$ cat config.mk
export PLATFORM = sky130hd
export DESIGN_NAME = dphst_core
export DESIGN_NICKNAME = d
export VERILOG_FILES = /design/src/rtl/dphst_pkg.sv /design/src/rtl/dphst_pin_if.sv /design/src/rtl/dphst_sync.sv /design/src/rtl/dphst_core.sv
export SDC_FILE = /design/constraint.sdc
export NUM_CORES = 1
export LEC_CHECK = 0
export ABC_CLOCK_PERIOD_IN_PS = 3100
export BUFFER_PORTS_ARGS = -buffer_cell sky130_fd_sc_hd__buf_4
export CAP_MARGIN = 20
export CORE_UTILIZATION = 52
export CTS_BUF_LIST = sky130_fd_sc_hd__clkbuf_16
export DETAILED_ROUTE_END_ITERATION = 8
export PLACE_DENSITY = 0.74
export SYNTH_ARGS = -nofsm -noshare
export SYNTH_HDL_FRONTEND = slang
export SYNTH_HIERARCHICAL = 1
export SYNTH_SLANG_ARGS = --single-unit
$ cat constraint.sdc
create_clock -name clk -period 3.1 [get_ports clk]
set_input_delay 0.775 -clock clk [delete_from_list [all_inputs] [get_ports clk]]
set_output_delay 0.775 -clock clk [all_outputs]
set_load 0.01 [all_outputs]
$ cat src/rtl/dphst_pkg.sv
// constants, opcodes and state types for the single-wire debug pin block
// assumes one 250 MHz clock; one serial clock cycle equals one clk cycle
package dphst_pkg;
   // ==========================================
   // widths
   localparam int CNT_W = 10;
   localparam int PIN_N = 3;
   localparam int PIN_DBG = 0;
   localparam int PIN_EXTERNAL_BUS_CLOCK = 1;
   localparam int PIN_TLO = 2;
   // ==========================================
   // serial timing, in serial clock cycles
   localparam logic [CNT_W-1:0] BIT_SAMPLE = 10'h00a;
   localparam logic [CNT_W-1:0] TX_HOLD = 10'h00d;
   localparam logic [CNT_W-1:0] SYNC_MIN = 10'h080;
   localparam logic [CNT_W-1:0] SYNC_DLY = 10'h010;
   localparam logic [CNT_W-1:0] SYNC_LOW = 10'h080;
   localparam logic [CNT_W-1:0] ACK_LOW = 10'h010;
   localparam logic [CNT_W-1:0] ACK_MIN_GAP = 10'h020;
   localparam logic [CNT_W-1:0] CMD_END_TICK = 10'h010;
   localparam logic [CNT_W-1:0] TIMEOUT = 10'h200;
   // gap counted from the last bit's sample point, not its end tick
   localparam logic [CNT_W-1:0] ACK_GAP_CNT = ACK_MIN_GAP + CMD_END_TICK - BIT_SAMPLE;
   // ==========================================
   // frame lengths in bits
   localparam logic [5:0] LEN_CTRL = 6'h08;
   localparam logic [5:0] LEN_READ = 6'h18;
   localparam logic [5:0] LEN_WRITE = 6'h28;
   localparam logic [5:0] DATA_BITS = 6'h10;
   localparam logic [5:0] OP_LAST = 6'h07;
   // ==========================================
   // reset values
   localparam logic ACK_EN_RST = 1'h0;
   // ==========================================
   // opcode table
   localparam logic [7:0] OP_ACK_EN = 8'h01;
   localparam logic [7:0] OP_ACK_DIS = 8'h02;
   localparam logic [7:0] OP_HALT_TO_DEBUG_INSTRUCTION = 8'h03;
   localparam logic [7:0] OP_GO = 8'h04;
   localparam logic [7:0] OP_GO_UNTIL = 8'h05;
   localparam logic [7:0] OP_STEP = 8'h06;
   localparam logic [7:0] OP_RUN_WITH_TAGS_CMD = 8'h07;
   localparam logic [7:0] OP_READ = 8'h08;
   localparam logic [7:0] OP_WRITE = 8'h09;
   // ==========================================
   // types
   typedef enum logic [2:0] {
      CL_NONE = 3'b000,
      CL_READ = 3'b001,
      CL_WRITE = 3'b010,
      CL_CTRL = 3'b011,
      CL_HS = 3'b100
   } dphst_cls_t;
   typedef enum logic [2:0] {
      ST_RX = 3'b000,
      ST_EXEC = 3'b001,
      ST_ACKWAIT = 3'b010,
      ST_PULSE = 3'b011,
      ST_TX = 3'b100,
      ST_SYNC_HI = 3'b101,
      ST_SYNC_DLY = 3'b110
   } dphst_state_t;
endpackage

$ cat src/rtl/dphst_pin_if.sv
// carrier for raw pin levels and their filtered levels and falling edges
// assumes all members are in the clk domain except raw
`timescale 1ns/1ns
interface dphst_pin_if;
   logic [2:0] raw;
   logic [2:0] lvl;
   logic [2:0] fall;
   modport sync (input raw, output lvl, output fall);
   modport user (output raw, input lvl, input fall);
endinterface

$ cat src/rtl/dphst_sync.sv
// three-flop pin filter; a level change counts once stages two and three agree
// assumes pins idle high (pulled up)
`timescale 1ns/1ns
module dphst_sync
   import dphst_pkg::*;
(
   // clock and reset
   input wire logic clk,
   input wire logic rstn,
   // pins
   dphst_pin_if.sync pins
);
   // ==========================================
   // per-pin filter
   for (genvar g = 0; g < PIN_N; g++) begin : g_pin
      logic s1_q;
      logic s2_q;
      logic s3_q;
      logic lvl_q;
      always_ff @(posedge clk) begin
         if (!rstn) begin
            s1_q <= 1'h1;
            s2_q <= 1'h1;
            s3_q <= 1'h1;
            lvl_q <= 1'h1;
         end else begin
            s1_q <= pins.raw[g];
            s2_q <= s1_q;
            s3_q <= s2_q;
            if (s2_q == s3_q) begin
               lvl_q <= s3_q;
            end
         end
      end
      // s1 is read only by s2, so edges never see a metastable sample
      assign pins.lvl[g] = lvl_q;
      assign pins.fall[g] = lvl_q && !s2_q && !s3_q;
   end
endmodule

$ cat src/rtl/dphst_core.sv
// single-wire debug port: command decode, handshake, sync reply, stepping, tags
// assumes cpu and memory handshakes are on clk; pins are asynchronous
`timescale 1ns/1ns
module dphst_core
   import dphst_pkg::*;
(
   // clock and reset
   input wire logic clk,
   input wire logic rstn,
   // debug serial pin, open drain with speedup
   input wire logic debug_serial_pin_i,
   output logic debug_serial_pin_o,
   output logic debug_serial_pin_oe,
   // tag pins
   input wire logic external_bus_clock,
   input wire logic low_byte_tag_in,
   input wire logic low_byte_strobe_en,
   // memory access
   output logic mem_req,
   output logic mem_we,
   output logic [15:0] mem_addr,
   output logic [15:0] mem_wdata,
   input wire logic [15:0] mem_rdata,
   input wire logic mem_done,
   // processor control
   input wire logic halt_to_debug_instruction_active,
   output logic enter_halt_to_debug_instruction_req,
   output logic go_req,
   output logic single_step_cmd,
   output logic run_with_tags_cmd,
   output logic tag_valid,
   output logic tag_hi,
   output logic tag_lo,
   // status
   output logic handshake_on
);
   // ==========================================
   // pin filters
   dphst_pin_if pin_if ();
   assign pin_if.raw = {low_byte_tag_in, external_bus_clock, debug_serial_pin_i};
   dphst_sync u_sync (
      .clk(clk),
      .rstn(rstn),
      .pins(pin_if.sync)
   );
   wire pin_lvl = pin_if.lvl[PIN_DBG];
   wire pin_fall = pin_if.fall[PIN_DBG];
   wire external_bus_clock_fall = pin_if.fall[PIN_EXTERNAL_BUS_CLOCK];
   wire tlo_lvl = pin_if.lvl[PIN_TLO];
   // ==========================================
   // state
   dphst_state_t st_q, st_d;
   dphst_cls_t cls_q, cls_d;
   logic [7:0] op_q, op_d;
   logic [39:0] sh_q, sh_d;
   logic [5:0] cnt_q, cnt_d;
   logic [CNT_W-1:0] since_q, since_d, gap_q, gap_d, pcnt_q, pcnt_d;
   logic [15:0] tx_q, tx_d;
   logic arm_q, arm_d, phase_q, phase_d, psync_q, psync_d, hlow_q;
   logic tx_drv_q, tx_drv_d, ack_en_q, ack_en_d, tagging_q, tagging_d;
   logic mem_req_q, mem_req_d, mem_we_q, mem_we_d;
   logic [15:0] addr_q, addr_d, wdata_q, wdata_d;
   logic enter_q, enter_d, go_q, go_d, step_q, step_d, halt_to_debug_instruction_q;
   logic tag_valid_q, tag_hi_q, tag_lo_q;
   // ==========================================
   // decode
   wire halt_to_debug_instruction_rise = halt_to_debug_instruction_active && !halt_to_debug_instruction_q;
   wire drv_busy = (st_q == ST_PULSE) || tx_drv_q;
   // own drive and tag traffic must not look like host edges
   wire fall_ok = pin_fall && !drv_busy && !tagging_q;
   wire sample = (st_q == ST_RX) && arm_q && (since_q == BIT_SAMPLE);
   wire [39:0] sh_nx = {sh_q[38:0], pin_lvl};
   wire [7:0] cur_op = (cnt_q == OP_LAST) ? sh_nx[7:0] : op_q;
   wire is_hs = (cur_op == OP_ACK_EN) || (cur_op == OP_ACK_DIS);
   wire is_ctl = (cur_op >= OP_HALT_TO_DEBUG_INSTRUCTION) && (cur_op <= OP_RUN_WITH_TAGS_CMD);
   wire dphst_cls_t cur_cls = (cur_op == OP_READ) ? CL_READ :
                              (cur_op == OP_WRITE) ? CL_WRITE :
                              is_ctl ? CL_CTRL : is_hs ? CL_HS : CL_NONE;
   wire [5:0] cur_len = (cur_cls == CL_READ) ? LEN_READ :
                        (cur_cls == CL_WRITE) ? LEN_WRITE : LEN_CTRL;
   wire rx_bad = sample && (cnt_q == OP_LAST) && (cur_cls == CL_NONE);
   wire rx_done = sample && !rx_bad && (cnt_q + 6'h01 == cur_len);
   wire in_sync = (st_q == ST_SYNC_HI) || (st_q == ST_SYNC_DLY) || (st_q == ST_PULSE);
   wire sync_det = !tagging_q && !in_sync && hlow_q && !pin_lvl && (since_q == SYNC_MIN);
   // with handshake on a read waits in exec or ackwait, out of reach of the timeout
   wire to_hit = !tagging_q && (since_q == TIMEOUT - 10'h001) &&
                 (((st_q == ST_RX) && (cnt_q != 6'h00)) || (st_q == ST_TX));
   wire is_mem = (cls_q == CL_READ) || (cls_q == CL_WRITE);
   wire exec_done = is_mem ? (mem_req_q && mem_done) :
                    (op_q == OP_HALT_TO_DEBUG_INSTRUCTION) ? halt_to_debug_instruction_active :
                    (op_q == OP_GO) ? !halt_to_debug_instruction_active :
                    (cls_q == CL_HS) ? 1'h1 :
                    (phase_q && halt_to_debug_instruction_active);
   wire need_ack = (op_q == OP_ACK_EN) || (ack_en_q && (op_q != OP_ACK_DIS));
   wire [CNT_W-1:0] plen = psync_q ? SYNC_LOW : ACK_LOW;
   wire after_ack = (cls_q == CL_READ) && !psync_q;
   // ==========================================
   // next state
   always_comb begin
      st_d = st_q;
      cls_d = cls_q;
      op_d = op_q;
      sh_d = sh_q;
      cnt_d = cnt_q;
      pcnt_d = pcnt_q;
      tx_d = tx_q;
      phase_d = phase_q;
      psync_d = psync_q;
      tx_drv_d = tx_drv_q;
      ack_en_d = ack_en_q;
      tagging_d = tagging_q;
      mem_req_d = mem_req_q;
      mem_we_d = mem_we_q;
      addr_d = addr_q;
      wdata_d = wdata_q;
      enter_d = 1'h0;
      go_d = 1'h0;
      step_d = 1'h0;
      since_d = fall_ok ? '0 : (since_q == TIMEOUT) ? since_q : since_q + 10'h001;
      gap_d = (gap_q == ACK_GAP_CNT) ? gap_q : gap_q + 10'h001;
      arm_d = fall_ok ? 1'h1 : sample ? 1'h0 : arm_q;
      if (halt_to_debug_instruction_rise) begin
         tagging_d = 1'h0;
      end
      case (st_q)
         ST_RX: begin
            if (sample) begin
               sh_d = sh_nx;
               cnt_d = cnt_q + 6'h01;
               if (cnt_q == OP_LAST) begin
                  op_d = cur_op;
                  cls_d = cur_cls;
               end
            end
            if (rx_bad) begin
               cnt_d = '0;
            end else if (rx_done) begin
               cnt_d = '0;
               gap_d = '0;
               phase_d = 1'h0;
               mem_req_d = (cur_cls == CL_READ) || (cur_cls == CL_WRITE);
               mem_we_d = (cur_cls == CL_WRITE);
               addr_d = (cur_cls == CL_WRITE) ? sh_nx[31:16] : sh_nx[15:0];
               wdata_d = sh_nx[15:0];
               enter_d = (cur_op == OP_HALT_TO_DEBUG_INSTRUCTION);
               go_d = (cur_op == OP_GO) || (cur_op == OP_GO_UNTIL) || (cur_op == OP_RUN_WITH_TAGS_CMD);
               step_d = (cur_op == OP_STEP);
               if (cur_op == OP_RUN_WITH_TAGS_CMD) begin
                  tagging_d = 1'h1;
               end else begin
                  st_d = ST_EXEC;
               end
            end
         end
         ST_EXEC: begin
            if (!halt_to_debug_instruction_active) begin
               phase_d = 1'h1;
            end
            if (exec_done) begin
               mem_req_d = 1'h0;
               if (cls_q == CL_READ) begin
                  tx_d = mem_rdata;
               end
               if (op_q == OP_ACK_EN) begin
                  ack_en_d = 1'h1;
               end else if (op_q == OP_ACK_DIS) begin
                  ack_en_d = 1'h0;
               end
               st_d = need_ack ? ST_ACKWAIT : (cls_q == CL_READ) ? ST_TX : ST_RX;
            end
         end
         ST_ACKWAIT: begin
            if ((gap_q == ACK_GAP_CNT) && pin_lvl) begin
               st_d = ST_PULSE;
               pcnt_d = '0;
               psync_d = 1'h0;
            end
         end
         ST_PULSE: begin
            pcnt_d = pcnt_q + 10'h001;
            if (pcnt_q == plen) begin
               st_d = after_ack ? ST_TX : ST_RX;
               psync_d = 1'h0;
            end
         end
         ST_TX: begin
            if (fall_ok) begin
               tx_drv_d = !tx_q[15];
               tx_d = {tx_q[14:0], 1'h0};
               cnt_d = cnt_q + 6'h01;
            end else if (since_q == TX_HOLD) begin
               tx_drv_d = 1'h0;
               if (cnt_q == DATA_BITS) begin
                  st_d = ST_RX;
                  cnt_d = '0;
               end
            end
         end
         ST_SYNC_HI: begin
            if (pin_lvl) begin
               st_d = ST_SYNC_DLY;
               pcnt_d = '0;
            end
         end
         ST_SYNC_DLY: begin
            pcnt_d = pcnt_q + 10'h001;
            if (pcnt_q == SYNC_DLY - 10'h001) begin
               st_d = ST_PULSE;
               pcnt_d = '0;
               psync_d = 1'h1;
            end
         end
         default: st_d = ST_RX;
      endcase
      // soft reset drops any partial frame and any pending acknowledge
      if (sync_det || to_hit) begin
         st_d = sync_det ? ST_SYNC_HI : ST_RX;
         cnt_d = '0;
         arm_d = 1'h0;
         mem_req_d = 1'h0;
         tx_drv_d = 1'h0;
      end
   end
   // ==========================================
   // registers
   always_ff @(posedge clk) begin
      if (!rstn) begin
         st_q <= ST_RX;
         cls_q <= CL_NONE;
         op_q <= '0;
         sh_q <= '0;
         cnt_q <= '0;
         since_q <= '0;
         gap_q <= '0;
         pcnt_q <= '0;
         tx_q <= '0;
         {arm_q, phase_q, psync_q, tx_drv_q, tagging_q, hlow_q} <= '0;
         ack_en_q <= ACK_EN_RST;
         {mem_req_q, mem_we_q, enter_q, go_q, step_q, halt_to_debug_instruction_q} <= '0;
         addr_q <= '0;
         wdata_q <= '0;
      end else begin
         st_q <= st_d;
         cls_q <= cls_d;
         op_q <= op_d;
         sh_q <= sh_d;
         cnt_q <= cnt_d;
         since_q <= since_d;
         gap_q <= gap_d;
         pcnt_q <= pcnt_d;
         tx_q <= tx_d;
         {arm_q, phase_q, psync_q, tx_drv_q, tagging_q, hlow_q} <=
            {arm_d, phase_d, psync_d, tx_drv_d, tagging_d, fall_ok || (hlow_q && !pin_lvl)};
         ack_en_q <= ack_en_d;
         {mem_req_q, mem_we_q, enter_q, go_q, step_q} <=
            {mem_req_d, mem_we_d, enter_d, go_d, step_d};
         halt_to_debug_instruction_q <= halt_to_debug_instruction_active;
         addr_q <= addr_d;
         wdata_q <= wdata_d;
      end
   end
   // ==========================================
   // tag sampling; the cpu queue carries each tag with its fetch
   always_ff @(posedge clk) begin
      if (!rstn) begin
         {tag_valid_q, tag_hi_q, tag_lo_q} <= '0;
      end else begin
         tag_valid_q <= tagging_q && external_bus_clock_fall;
         if (tagging_q && external_bus_clock_fall) begin
            tag_hi_q <= !pin_lvl;
            tag_lo_q <= !tlo_lvl && low_byte_strobe_en;
         end
      end
   end
   // ==========================================
   // outputs
   assign debug_serial_pin_oe = drv_busy;
   assign debug_serial_pin_o = (st_q == ST_PULSE) && (pcnt_q == plen);
   assign mem_req = mem_req_q;
   assign mem_we = mem_we_q;
   assign mem_addr = addr_q;
   assign mem_wdata = wdata_q;
   assign enter_halt_to_debug_instruction_req = enter_q;
   assign go_req = go_q;
   assign single_step_cmd = step_q;
   assign run_with_tags_cmd = tagging_q;
   assign tag_valid = tag_valid_q;
   assign tag_hi = tag_hi_q;
   assign tag_lo = tag_lo_q;
   assign handshake_on = ack_en_q;
   // ==========================================
   // checks
   logic [CNT_W-1:0] low_run_q;
   always_ff @(posedge clk) begin
      if (!rstn) begin
         low_run_q <= '0;
      end else if (debug_serial_pin_oe && !debug_serial_pin_o) begin
         low_run_q <= low_run_q + 10'h001;
      end else begin
         low_run_q <= '0;
      end
   end
endmodule

==> run_results.csv, run 1 <==
group,metric,value,unit
floorplanning,core,13400,µm²
floorplanning,num_rows,42,
power,p_per_area,475,nW/µm²
detailed_routing,vias_per_cell,5.45,
grt,antenna_found_initial,0,
sta,slew_viol_final,0,
critical_path,critPathBufInv,2,
synth,ys_warn_count,6,
clock_network,cts_buffers,17,
floorplanning,start_util,54.0,%
power,ir_worst_vdd,0.399,mV
floorplanning,die_x,120,µm
final_layout,fin_util,65.3,%
place,dpl_cell_area,8050,µm²
detailed_routing,via_count,6225,
place,gp_congestion,0.882,
final_layout,design_area,8750,µm²
sta,finalClockSkew,0.00813,ns
place,place_inst,1105,
detailed_routing,route.detailed.drc,0,
final_layout,fin_cells,1142,
place,dp_hpwl,11.0,mm
final_layout,syn2layout_area_growth,20.9,%
final_layout,nFillCells,1143,
clock_network,tritoncts,"yes",
critical_path,r2r_slack,0.01,ns
detailed_routing,drt-initial-drc-count,363,
clock_network,htree_levels,4,
worst_hold_path,worstHoldStart,"u_sync/g_pin[2].s1_q$_SDFF_PN1_",
sta,max_freq,324,MHz
sta,period_needed,3.09,ns
worst_hold_path,hold_depth,1,
detailed_routing,post_drt_wl_per_cell,14.8,µm
place,port_buffers,67,
grt,grt_max_degree,52,
synth,syn_inst,876,
sta,slew_headroom,61.0,%
critical_path,critPathCaptureType,"flip-flop",
sta,finalHoldViolCount,0,
sta,fin_setup_tns,0,ns
floorplanning,io_pins,68,
critical_path,worstPathMaxFanout,17,
critical_path,worstSetupPathType,"flip-flop to flip-flop",
clock_network,clock_sinks,157,
sta,finalSetupViolCount,0,
outcome,status,"finished, final reports clean",
worst_hold_path,holdPathEnd,"u_sync/g_pin[2].s2_q$_SDFF_PN1_",
synth,syn_avg_cell_area,8.26,µm²
detailed_routing,drt_wl_total,16.9,mm
critical_path,critPathMaxStageDelay,0.58,ns
critical_path,worstPathRequired,3.42,ns
critical_path,cp-startpoint,"sh_q[3]$_SDFFE_PN0P_",
sta,rsz0062_at_grt,"true",
grt,grt_pass1_vias,5850,
floorplanning,die_area,14400,µm²
final_layout,drive_gt1_share,18.3,%
grt,grt-ovfl-total,0,
clock_network,cts.clk_slew.worst_paths,0.06,ns
power,p_leak,0.00346,µW
floorplanning,die_y,120,µm
power,finalPower,4150,µW
grt,grt_pass1_wl,28.0,mm
clock_network,clk_latency,0.43,ns
sta,fin_crit_sh,99.6,%
final_layout,layout.nets,988,
synth,synth_nets,911,
clock_network,cts-root-buf,"clkbuf_16",
final_layout,insertedDiodeCount,0,
critical_path,startpoint_type,"flip-flop",
grt,grt_use_total,24.1,%
critical_path,crit_chain,"or4_4, or4b_4, mux2i_4, mux2_4, buf_4, nor4_4, and2_4, clkbuf_16, nand2_1, o211a_1",
critical_path,rr_startpoint,"sh_q[3]$_SDFFE_PN0P_",
critical_path,ff2ff_path_depth,10,
detailed_routing,dr.pass1.iters,5,
flow_run,maxCapViolations,0,
critical_path,cp.arrival,3.40,ns
critical_path,slowest_stage,"or4b_4",
sta,tightest_slew,0.584,ns
worst_hold_path,hp-class,"flip-flop to flip-flop",
clock_network,clockBufferDepth,2,
detailed_routing,ant_nets,0,
critical_path,cpLargestDelayFamily,"simple AND/OR/NAND/NOR gates",
synth,syn_area,7240,µm²
critical_path,r2r_end,"mem_addr[7]$_SDFFE_PN0P_",
==> metal layers <==
| layer | global-route usage, % | wire length, µm |
|---|---|---|
| met1 | 30.4 | 7680 |
| met2 | 39.7 | 8220 |
| met5 | 0 | 0 |
| met3 | 5.42 | 642 |
| met4 | 9.45 | 363 |
==> through the flow <==
stage          hold WS [ns]  setup slack [ns]
2_1_floorplan         0.386            0.0639
3_3_place_gp          0.391            0.0318
3_5_place_dp          0.396           -0.0920
4_1_cts               0.414           0.00907
5_1_grt               0.434           -0.0600
6_report              0.410            0.0115
==> final cells by class <==
| type | count | area (µm²) | share of cell area (%) |
|---|---|---|---|
| clock buffer | 17 | 425 | 4.86 |
| clock inverter | 15 | 133 | 1.52 |
| timing repair buffer | 114 | 941 | 10.8 |
| sequential | 157 | 3140 | 35.9 |
| inverter | 22 | 82.6 | 0.944 |
| multi-input combinational | 641 | 3800 | 43.5 |
| tap | 176 | 220 | 2.52 |
==> power breakdown <==
group | switching, µW | leakage, µW | internal (µW) | total (µW)
clock network | 828 | 0.000285 | 1170 | 2000
registers | 12.9 | 0.00127 | 2030 | 2040
logic | 62.3 | 0.00191 | 51.4 | 114
total | 904 | 0.00346 | 3250 | 4150
==> state kept, by name, summed over array words and instances (netlist names), 6 cells and up <==
name and flops:
tx_q 16, gap_q 10, since_q 10, mem_addr 16, sh_q 31, mem_wdata 16
op_q 8, pcnt_q 10, cnt_q 6
==> cell usage in the layout, fill, tap and decap left out, types with 15 or more instances in the layout <==
cell	instances
mux2i_1	19
o211a_1	15
clkbuf_16	19
a21oi_1	47
nand2_1	194
nor2_1	94
inv_1	23
nand2b_1	15
nand3_1	19
o21ai_0	17
a21boi_0	22
xor2_1	15
dfxtp_1	156
buf_4	108
a311oi_1	15
==> repair_timing <==
| item | in CTS | in global routing |
|---|---|---|
| gates resized for setup | 3 | 17 |
| endpoints found under the setup margin | 4 | 29 |
| setup buffers | 0 | 3 |
| cloned | 0 | 2 |
| hold buffers | 0 | 0 |
| pin swaps | 1 | 10 |
==> worst max path at each step <==
| stage | end | slack [ns] | cells after the start |
|---|---|---|---|
| final | mem_addr[7]$_SDFFE_PN0P_ | 0.01 | 10 |
| after detailed placement | single_step_cmd$_SDFF_PP0_ | -0.09 | 8 |
| after global routing | mem_addr[15]$_SDFFE_PN0P_ | -0.06 | 10 |
| after global placement | single_step_cmd$_SDFF_PP0_ | 0.03 | 8 |
| after CTS | single_step_cmd$_SDFF_PP0_ | 0.009 | 8 |
| after floorplan | single_step_cmd$_SDFF_PP0_ | 0.06 | 8 |
(Power assumes the default switching activity.)
==> inputs of run 2 (changes only) <==
CORE_UTILIZATION = 35   (was 52)
PLACE_DENSITY = not set   (was 0.74)
==> run 2 against run 1 <==
  * Cell count increased by 8.1%
  * Worst hold slack got worse by 0.0020 ns
  * Non-clock buffer count decreased by 1
  * Register-to-register slack improved by 0.07 ns
  * Critical path type unchanged
  * Via count decreased by 1.3%
  * Clock skew increased by 0.0047 ns
  * Power increased by 8.0%
  * Global-route usage decreased by 7.5 points
  * First-iteration DRC count increased by 21%
  * Critical path depth decreased by 2
  * Combinational power about the same
  * Sequential cell count unchanged
==> run_results.csv, run 2 (synthesis results as in run 1) <==
group,metric,value,unit
final_layout,syn2layout_area_growth,23.1,%
detailed_routing,drt-initial-drc-count,441,
sta,finalWorstSetupSlack,0.0785,ns
worst_hold_path,hold_depth,1,
clock_network,cts.clk_slew.worst_paths,0.07,ns
power,p_leak,0.00348,µW
critical_path,rr_startpoint,"op_q[7]$_SDFFE_PN0P_",
clock_network,hold_buffers,0,
sta,tightest_slew,0.610,ns
critical_path,r2r_slack,0.08,ns
floorplanning,start_util,35.8,%
critical_path,worstSetupPathType,"flip-flop to flip-flop",
final_layout,seqCellArea,3140,µm²
sta,rsz0062_at_grt,"true",
detailed_routing,dr.pass1.iters,4,
place,gp_congestion,0.840,
detailed_routing,ant_nets,0,
power,swShare,21.4,%
detailed_routing,route.detailed.drc,0,
sta,slew_viol_final,0,
clock_network,clock_sinks,157,
final_layout,final_common_cell,"nand2_1",
sta,slew_headroom,59.2,%
grt,grt_pass1_vias,5761,
flow_run,maxCapViolations,0,
power,p_comb_share,2.6,%
final_layout,largest-register,"sh_q",
floorplanning,die_y,146,µm
floorplanning,num_rows,52,
power,ir_worst_vdd,0.398,mV
critical_path,ff2ff_path_depth,8,
grt,grt_max_degree,51,
floorplanning,die_x,146,µm
sta,max_freq,331,MHz
floorplanning,die_area,21300,µm²
sta,period_needed,3.02,ns
sta,finalClockSkew,0.0128,ns
floorplanning,io_pins,68,
clock_network,cts-root-buf,"clkbuf_16",
clock_network,clockBufferDepth,2,
floorplanning,core,20200,µm²
final_layout,nFillCells,1974,
critical_path,r2r_end,"single_step_cmd$_SDFF_PP0_",
detailed_routing,drt_wl_total,17.4,mm
outcome,status,"finished, final reports clean",
place,port_buffers,67,
final_layout,insertedDiodeCount,0,
critical_path,critPathCaptureType,"flip-flop",
final_layout,largest_register_ffs,31,
clock_network,clk_latency,0.43,ns
detailed_routing,via_count,6147,
clock_network,tritoncts,"yes",
sta,hold_slack,0.408,ns
worst_hold_path,holdPathEnd,"u_sync/g_pin[1].s2_q$_SDFF_PN1_",
sta,finalSetupViolCount,0,
detailed_routing,vias_per_cell,4.98,
final_layout,multiInputGateArea,3780,µm²
worst_hold_path,hp-class,"flip-flop to flip-flop",
grt,grt-ovfl-total,0,
sta,fin_setup_tns,0,ns
final_layout,drive_gt1_share,18.2,%
power,p_per_area,503,nW/µm²
worst_hold_path,worstHoldStart,"u_sync/g_pin[1].s1_q$_SDFF_PN1_",
power,power_frac_seq,45.5,%
critical_path,cp.arrival,3.38,ns
sta,finalHoldViolCount,0,
clock_network,htree_levels,4,
clock_network,cts_buffers,17,
detailed_routing,post_drt_wl_per_cell,14.1,µm
place,dp_hpwl,11.6,mm
final_layout,final_cell_mix,"nand2_1, dfxtp_1, buf_4",
sta,fin_crit_sh,97.5,%
final_layout,fin_util,44.1,%
power,internal-power,3530,µW
critical_path,startpoint_type,"flip-flop",
place,preCtsSetupSlack,-0.102,ns
final_layout,layout.nets,987,
critical_path,worstPathRequired,3.46,ns
grt,antenna_found_initial,0,
grt,grt_pass1_wl,28.7,mm
power,p_sw,959,µW
grt,grt_use_total,16.6,%
power,power.share.clock,51.9,%
critical_path,worstPathMaxFanout,2,
[run 2: cell count changes in the layout (fill, tap and decap cells not counted), sizes merged]
| cell | change |
|---|---|
| bufinv | +3 |
| clkbuf | -1 |
| clkinv | -4 |
| inv | +1 |
[run 2: timing repair]
action,CTS,global route
setup buffers,0,2
endpoints found under the setup margin,35,55
pin swaps,1,6
gates resized for setup,3,9
cloned,0,1
[run 2: cell type report]
| class | instances | area share, % |
|---|---|---|
| tap | 270 | 3.79 |
| clock buffer | 17 | 4.77 |
| timing repair buffer | 113 | 10.2 |
| inverter | 22 | 0.926 |
| clock inverter | 15 | 2.61 |
| sequential | 157 | 35.3 |
| multi-input combinational | 641 | 42.4 |
[run 2: power groups by stage]
stage	Combinational, µW	Clock [µW]	Sequential [µW]
after floorplan	70.1	0	2080
after global placement	116	0	2090
after detailed placement	116	0	2090
after CTS	117	2380	2040
after global routing	128	2460	2040
final	115	2330	2040
[run 2: how the worst max path moves through the flow]
stage / end / from / cells past startpoint / slack (ns)
floorplan: single_step_cmd$_SDFF_PP0_ / sh_q[3]$_SDFFE_PN0P_ / 8 / 0.06
global placement: single_step_cmd$_SDFF_PP0_ / op_q[7]$_SDFFE_PN0P_ / 8 / -0.03
detailed placement: single_step_cmd$_SDFF_PP0_ / op_q[7]$_SDFFE_PN0P_ / 8 / -0.10
CTS: single_step_cmd$_SDFF_PP0_ / sh_q[3]$_SDFFE_PN0P_ / 8 / -0.003
global route: mem_wdata[7]$_SDFFE_PN0P_ / op_q[7]$_SDFFE_PN0P_ / 10 / -0.009
finish: single_step_cmd$_SDFF_PP0_ / op_q[7]$_SDFFE_PN0P_ / 8 / 0.08
[run 2: stage by stage]
stage / power, µW / std cells / cell area, µm²
after global placement: 2200 / 1200 / 8160
after global routing: 4640 / 1235 / 8910
final: 4490 / 1235 / 8910
after floorplan: 2150 / 876 / 7240
after CTS: 4540 / 1232 / 8840
after detailed placement: 2200 / 1200 / 8160
[run 2: layer usage]
metal	share of wire, %	wire length (µm)	vias to the layer above	GRT usage [%]
met1	47	8160	2895	21.2
li1	-	-	3139	-
met5	0	0	-	0
met3	3.8	657	16	3.70
met4	0.98	171	0	5.11
met2	48	8390	97	27.8
[run 2: worst max-delay path, stage by stage, from the launching register on]
cell     delay [ns]
dfxtp_2        0.32
or4_4          0.53
or4b_4         0.56
mux2i_4        0.19
mux2_4         0.33
or4b_4         0.50
nor3b_4        0.24
nand3_2        0.11
nor3_2         0.19
